[src/gdw_pkg.sv]
// package: register map, pin positions, timeout constants of the gpio-driven watchdog
// assumes a single 100 MHz core clock and an i/o-style register port
// How it works
// - armed, select pins 11/10/01/00 give 100 ms, 1 s, 10 s, 1 min; disarmed they are ignored.
// - while armed, reset is asserted if the kick line has not changed within the set period.
// - the kick line is bit 23 of the bank-three level register at offset 48h.
// - the upper select line is bit 3 of the bank-two level register at offset 38h.
// - post code led1 shows the inverse of the upper select bit.
// - post code led7 shows the inverse of the kick bit.
// - each select level reaches the timer component inverted.
// - the four control lines come up as outputs after reset with no software action.
// - the active-low arm bit is bit 0 at 38h and resets to one, keeping the timer disarmed.
// - the lower select line sits in bit 1 of the bank-two level register.
package gdw_pkg;
   localparam logic [7:0] OFS_DIR_TWO   = 8'h34;
   localparam logic [7:0] OFS_LVL_TWO   = 8'h38;
   localparam logic [7:0] OFS_DIR_THREE = 8'h44;
   localparam logic [7:0] OFS_LVL_THREE = 8'h48;
   localparam int BIT_ARM      = 0;
   localparam int BIT_SEL_LOW  = 1;
   localparam int BIT_SEL_HIGH = 3;
   localparam int BIT_KICK     = 23;
   localparam int BIT_KICK_DIR = 7;
   localparam logic [31:0] RST_DIR  = 32'h0000_0000;
   localparam logic [31:0] RST_LVL_TWO   = 32'h0000_0001;
   localparam logic [31:0] RST_LVL_THREE = 32'h0000_0000;
   localparam longint CLK_HZ   = 100_000_000;
   localparam longint T_100MS  = 100;
   localparam longint T_1S     = 1;
   localparam longint T_10S    = 10;
   localparam longint T_1MIN   = 1;
   localparam longint CYC_100MS = CLK_HZ * T_100MS / 1000;
   localparam longint CYC_1S    = CLK_HZ * T_1S;
   localparam longint CYC_10S   = CLK_HZ * T_10S;
   localparam longint CYC_1MIN  = CLK_HZ * 60 * T_1MIN;
   localparam int RESET_PULSE = 16;

   typedef struct packed {
      logic       wr;
      logic       rd;
      logic [7:0] addr;
      logic [31:0] wdata;
   } gdw_req_t;

   typedef struct packed {
      logic        arm_n;
      logic        sel_low;
      logic        sel_high;
      logic        kick;
   } gdw_ctl_t;
endpackage

[src/gdw_top.sv]
// gpio-driven watchdog: level/direction registers, led mirrors and timer
// assumes an i/o register port synchronous to CORE_CLK, answering reads next cycle
`timescale 1ns/100ps
module gdw_top #(
   parameter longint P_100MS = gdw_pkg::CYC_100MS,
   parameter longint P_1S    = gdw_pkg::CYC_1S,
   parameter longint P_10S   = gdw_pkg::CYC_10S,
   parameter longint P_1MIN  = gdw_pkg::CYC_1MIN
) (
   // clock and reset
   input  wire logic              CORE_CLK,
   input  wire logic              RST_N,
   // register port
   input  wire gdw_pkg::gdw_req_t IO_REQ,
   output logic [31:0]            IO_RDATA,
   output logic                   IO_RVALID,
   // pins toward the timer component and leds
   output gdw_pkg::gdw_ctl_t      DOG_PINS,
   output logic [3:0]             DOG_PINS_OE_N,
   output logic                   LED1_ON,
   output logic                   LED7_ON,
   output logic                   SYS_RESET
);
   import gdw_pkg::*;

   logic rst_s1;
   logic rst_s2;
   always_ff @(posedge CORE_CLK or negedge RST_N) begin
      if (!RST_N) begin
         rst_s1 <= 1'b0;
         rst_s2 <= 1'b0;
      end else begin
         rst_s1 <= 1'b1;
         rst_s2 <= rst_s1;
      end
   end

   typedef struct packed {
      logic [31:0] dir_two;
      logic [31:0] lvl_two;
      logic [31:0] dir_three;
      logic [31:0] lvl_three;
      logic [31:0] rdata;
      logic        rvalid;
      gdw_ctl_t    pins;
      logic [3:0]  oe_n;
      logic        led1;
      logic        led7;
   } gdw_st_t;

   gdw_st_t st_reg;
   gdw_st_t st_next;
   gdw_ctl_t comp_in;
   logic expire;

   always_comb begin
      st_next = st_reg;
      st_next.rvalid = IO_REQ.rd;
      if (IO_REQ.wr) begin
         case (IO_REQ.addr)
            OFS_DIR_TWO:   st_next.dir_two   = IO_REQ.wdata;
            OFS_LVL_TWO:   st_next.lvl_two   = IO_REQ.wdata;
            OFS_DIR_THREE: st_next.dir_three = IO_REQ.wdata;
            OFS_LVL_THREE: st_next.lvl_three = IO_REQ.wdata;
            default: ;
         endcase
      end
      case (IO_REQ.addr)
         OFS_DIR_TWO:   st_next.rdata = st_reg.dir_two;
         OFS_LVL_TWO:   st_next.rdata = st_reg.lvl_two;
         OFS_DIR_THREE: st_next.rdata = st_reg.dir_three;
         OFS_LVL_THREE: st_next.rdata = st_reg.lvl_three;
         default:       st_next.rdata = 32'h0;
      endcase
      if (!IO_REQ.rd)
         st_next.rdata = 32'h0;
      // pin levels follow registers; 0 in direction means output
      st_next.pins.arm_n    = st_next.lvl_two[BIT_ARM] | st_next.dir_two[BIT_ARM];
      st_next.pins.sel_low  = st_next.lvl_two[BIT_SEL_LOW];
      st_next.pins.sel_high = st_next.lvl_two[BIT_SEL_HIGH];
      st_next.pins.kick     = st_next.lvl_three[BIT_KICK];
      st_next.oe_n = {st_next.dir_three[BIT_KICK_DIR], st_next.dir_two[2:0]};
      st_next.led1 = !st_next.lvl_two[BIT_SEL_HIGH];
      st_next.led7 = !st_next.lvl_three[BIT_KICK];
   end

   always_ff @(posedge CORE_CLK or negedge rst_s2) begin
      if (!rst_s2) begin
         st_reg <= '0;
         st_reg.dir_two   <= RST_DIR;
         st_reg.dir_three <= RST_DIR;
         st_reg.lvl_two   <= RST_LVL_TWO;
         st_reg.lvl_three <= RST_LVL_THREE;
         st_reg.pins.arm_n <= 1'b1;
         st_reg.led1 <= 1'b1;
         st_reg.led7 <= 1'b1;
      end else begin
         st_reg <= st_next;
      end
   end

   // the component sees each select inverted
   always_comb begin
      comp_in = st_reg.pins;
      comp_in.sel_low  = !st_reg.pins.sel_low;
      comp_in.sel_high = !st_reg.pins.sel_high;
   end

   gdw_timer #(
      .P_100MS (P_100MS),
      .P_1S    (P_1S),
      .P_10S   (P_10S),
      .P_1MIN  (P_1MIN)
   ) u_timer (
      .clk    (CORE_CLK),
      .rst_n  (rst_s2),
      .ctl    (comp_in),
      .expire (expire)
   );

   assign IO_RDATA      = st_reg.rdata;
   assign IO_RVALID     = st_reg.rvalid;
   assign DOG_PINS      = st_reg.pins;
   assign DOG_PINS_OE_N = st_reg.oe_n;
   assign LED1_ON       = st_reg.led1;
   assign LED7_ON       = st_reg.led7;
   assign SYS_RESET     = expire;
endmodule // gdw_top

[src/gdw_timer.sv]
// timer core: counts the selected period, restarts on kick change, pulses reset on expiry
// assumes control levels already registered in the core clock domain
`timescale 1ns/100ps
module gdw_timer #(
   parameter longint P_100MS = gdw_pkg::CYC_100MS,
   parameter longint P_1S    = gdw_pkg::CYC_1S,
   parameter longint P_10S   = gdw_pkg::CYC_10S,
   parameter longint P_1MIN  = gdw_pkg::CYC_1MIN
) (
   input  wire logic            clk,
   input  wire logic            rst_n,
   // inverted selects as seen by the component, arm and kick
   input  wire gdw_pkg::gdw_ctl_t ctl,
   // reset request
   output logic                 expire
);
   import gdw_pkg::*;

   localparam longint P_LIM = 64'h0000_0100_0000_0000;

   // refuse periods the 40-bit counter cannot hold
   if (P_100MS < 1 || P_1S < 1 || P_10S < 1 || P_1MIN < 1 ||
       P_100MS >= P_LIM || P_1S >= P_LIM || P_10S >= P_LIM || P_1MIN >= P_LIM) begin : g_bad_period
      $error("gdw_timer: bad period");
   end

   typedef struct packed {
      logic [39:0] cnt;
      logic        kick_d;
      logic        armed_d;
      logic [4:0]  pulse;
   } gdw_tst_t;

   gdw_tst_t st_reg;
   gdw_tst_t st_next;
   logic [39:0] period;

   always_comb begin
      // selects arrive inverted, so 00 here means both pins high
      case ({ctl.sel_high, ctl.sel_low})
         2'b00:   period = 40'(P_100MS);
         2'b01:   period = 40'(P_1S);
         2'b10:   period = 40'(P_10S);
         default: period = 40'(P_1MIN);
      endcase
   end

   always_comb begin
      st_next = st_reg;
      st_next.kick_d = ctl.kick;
      st_next.armed_d = !ctl.arm_n;
      if (st_reg.pulse != 5'h00)
         st_next.pulse = st_reg.pulse - 5'h01;
      if (ctl.arm_n) begin
         st_next.cnt = 40'h0;
      end else if (!st_reg.armed_d || ctl.kick != st_reg.kick_d) begin
         st_next.cnt = period - 40'h1;
      end else if (st_reg.cnt == 40'h0) begin
         st_next.pulse = 5'(RESET_PULSE);
         st_next.cnt = period - 40'h1;
      end else begin
         st_next.cnt = st_reg.cnt - 40'h1;
      end
   end

   always_ff @(posedge clk or negedge rst_n) begin
      if (!rst_n)
         st_reg <= '0;
      else
         st_reg <= st_next;
   end

   always_ff @(posedge clk or negedge rst_n) begin
      if (!rst_n)
         expire <= 1'b0;
      else
         expire <= (st_next.pulse != 5'h00);
   end
endmodule // gdw_timer

[config.mk]
export PLATFORM = sky130hd
export DESIGN_NAME = gdw_top
export DESIGN_NICKNAME = d
export VERILOG_FILES = /design/src/gdw_pkg.sv /design/src/gdw_top.sv /design/src/gdw_timer.sv
export SDC_FILE = /design/constraint.sdc
export NUM_CORES = 1
export LEC_CHECK = 0
export ABC_AREA = 0
export BUFFER_PORTS_ARGS = -buffer_cell sky130_fd_sc_hd__buf_2
export CAP_MARGIN = 20
export CORE_UTILIZATION = 53
export DETAILED_ROUTE_END_ITERATION = 8
export PLACE_DENSITY = 0.75
export SYNTH_ARGS = -nofsm -noshare
export SYNTH_HDL_FRONTEND = slang
export SYNTH_SLANG_ARGS = --single-unit
[constraint.sdc]
create_clock -name CORE_CLK -period 6.8 [get_ports CORE_CLK]
set_input_delay 1.36 -clock CORE_CLK [delete_from_list [all_inputs] [get_ports CORE_CLK]]
set_output_delay 1.36 -clock CORE_CLK [all_outputs]
set_load 0.01 [all_outputs]
==> flow_summary.ini <==
[run_status]
status = finished clean

[routing]
drcViolationCount = 0
drtAntennaViolNets = 0
drtIter0Drc = 293
viasPerCell = 5.80
firstDrtPassIters = 5
wl_per_cell_um = 19.1
num_vias = 5964
finalWirelength_mm = 19.6

[final_layout]
design_area_mm2 = 0.0104
finalNonFillerCells = 1029
drive_gt1_share_pct = 33.6
layout_common_cells = dfrtp_1 (209), mux2_2 (122), buf_2 (87), a22oi_1 (64), a21oi_1 (55)
syn2layout_area_growth_pct = 11.8
nNetsFinal = 841
largest_register_ff_count = 125
antenna_cells = 0
mostFrequentLayoutCell = dfrtp_1

[critical_path]
endpoint_kind = flop
start_kind = input port
crit_family = simple AND/OR/NAND/NOR gates
crit_buf_inv = 1
path_cells = buf_2 > nand4bb_1 > nor2_4 > nand2_2 > mux2_2
slowest_delay_ps = 820
required_ps = 7190
crit_type = in2reg
worstPathMaxFanout = 34
arrival_ps = 3910
critPathSlowestCell = nor2_4

[clock_network]
cts_hold_buf = 0
clock_sinks = 214
tritoncts = built
cts_root_buf = clkbuf_16
cts_max_level = 1
clockBufferDepth = 3
clkLatencyLatePin_ps = 510
cts_setup_buffers = 0
numCtsBuffers = 23
cts_resized = 0
clkTransAtPathRegs_ps = 60

[synthesis]
syn_nets = 803
synth-compound-area-share_pct = 10.3
synth_edf_count = 0
syn_avg_cell_area_um2 = 12.4
yosys.area_share.simple_pct = 7.12
synth_seq_area_share_pct = 57.5
synth_mux_area_share_pct = 15.1
synth_top_family_by_area = multiplexers
synth_ff_type = dfrtp_1
yosys_warnings = 0
postSynth.asyncResetShare_pct = 100
netlist_area_mm2 = 0.00931
synth_fa_ha_area_share_pct = 1.07
synth-xor-area-share_pct = 3.48
synth_cell_types = 46
synth_cells = 751
yosys_register_bits = 214

[timing]
setup_violations = 0
rsz0062_at_grt = false
fin_crit_ps = 3520
maxSlewHeadroom_pct = 21.1
fin_skew_ps = 12.7
tns_ps = 0
tightestPinTransition_ps = 1180
post-route-period-util_pct = 51.7
fmax_mhz = 284
holdWs_ps = 357
final_max_slew_viol_count = 0
hold_viol = 0

[job]
maxCapViolCount = 0

[floorplanning]
die_h_um = 135
ios = 88
coreArea_mm2 = 0.0172
die_w_um = 135
rows = 48
design.die.area_mm2 = 0.0181
start_util_pct = 54.0

[pwr]
peakVddDrop_v = 0.000207
power_density_mw_per_mm2 = 300
p_total_mw = 3.13
p_leak_nw = 4.94

[global_routing]
grt_overflow = 0
grt_max_degree = 213
grt_pass1_vias = 6146
grt_usage_pct = 22.6
antenna_found_initial = 0
grt_first_pass_wirelength_mm = 32.2

[placement]
dpl_cell_area_mm2 = 0.00967
port_buffers = 87
dp_cells = 989
dp_hpwl_mm = 11.8
place_congestion = 0.845

[min_path]
hold_class = reg2reg
==> stage by stage <==
step / utilization (%) / setup slack, ps
2_1_floorplan: - / 402
3_3_place_gp: 56.1 / 2820
3_5_place_dp: 56.1 / 2750
4_1_cts: 60.4 / 3280
5_1_grt: 60.4 / 3130
6_report: 60.4 / 3280
==> routing by layer <==
| metal | vias to the layer above | GRT usage [%] | share of wire [%] |
|---|---|---|---|
| li1 | 2730 | - | - |
| met1 | 3030 | 29.6 | 42 |
| met2 | 170 | 39.2 | 51 |
| met3 | 34 | 3.38 | 4.8 |
| met4 | 0 | 6.37 | 2.2 |
| met5 | - | 0 | 0 |
==> final cells by class <==
type | count | area (um2)
clock inverters | 5 | 46.3
flip-flops and latches | 214 | 5360
well taps | 225 | 282
multi-input cells | 446 | 3490
clock buffers | 35 | 701
repair buffers | 92 | 485
inverters | 12 | 45.0
fillers | 1340 | 6820
==> report_power, final <==
part	internal, mW	leakage [nW]	switching (mW)
logic	0.176	1.71	0.195
registers	1.41	2.86	0.128
clock network	0.714	0.368	0.502
==> cell usage after synthesis (4+ instances only) <==
master,instances,area [um2]
dfstp_2,4,105
inv_1,12,45.0
a31oi_1,4,25.0
nand2_1,27,101
nor2_1,39,146
or4_1,8,60.1
xor2_1,10,87.6
buf_2,4,20.0
dfrtp_1,210,5260
nor4_1,7,43.8
mux2_2,122,1370
nor3_1,16,80.1
o21ai_0,10,50.1
xnor2_1,27,236
a22oi_1,64,480
a21oi_1,55,275
buf_4,40,300
a211oi_1,6,45.0
or3_1,6,37.5
buf_1,5,18.8
clkbuf_1,29,109
ha_1,8,100
==> worst paths after layout <==
kind | cells past startpoint | end | startpoint | slack, ps
hold reg to reg | 0 | rst_s2 | rst_s1 | 360
setup / recovery | 5 | st_reg[156] | IO_REQ[38] | 3280
max in group asynchronous | 1 | st_reg[103] | rst_s2 | 5410
hold / removal | 0 | rst_s2 | rst_s1 | 360
min in group asynchronous | 1 | st_reg[61] | rst_s2 | 440
setup reg to reg | 9 | u_timer.st_reg[34] | u_timer.st_reg[7] | 3530
==> cells by family (layout without fill, tap and decap cells) <==
logic type | after synthesis | after routing
adder cells (fa/ha/maj) | 8 | 8
AO/OA/AOI/OAI | 150 | 150
flip-flops | 214 | 214
AND/OR/NAND/NOR | 125 | 125
buffers and inverters | 91 | 144
other | 1 | 1
multiplexers | 125 | 125
XOR/XNOR | 37 | 37
==> worst reg2reg max path, cell delays in order, from the launching register on <==
cell and delay (ps):
dfrtp_1 400, inv_1 70, ha_1 190, or4b_1 560, or3_1 480, nor4_4 460
a21oi_2 100, buf_4 250, o21ai_0 510, a21oi_1 110
Note: power is estimated with default switching activity, not from simulation.
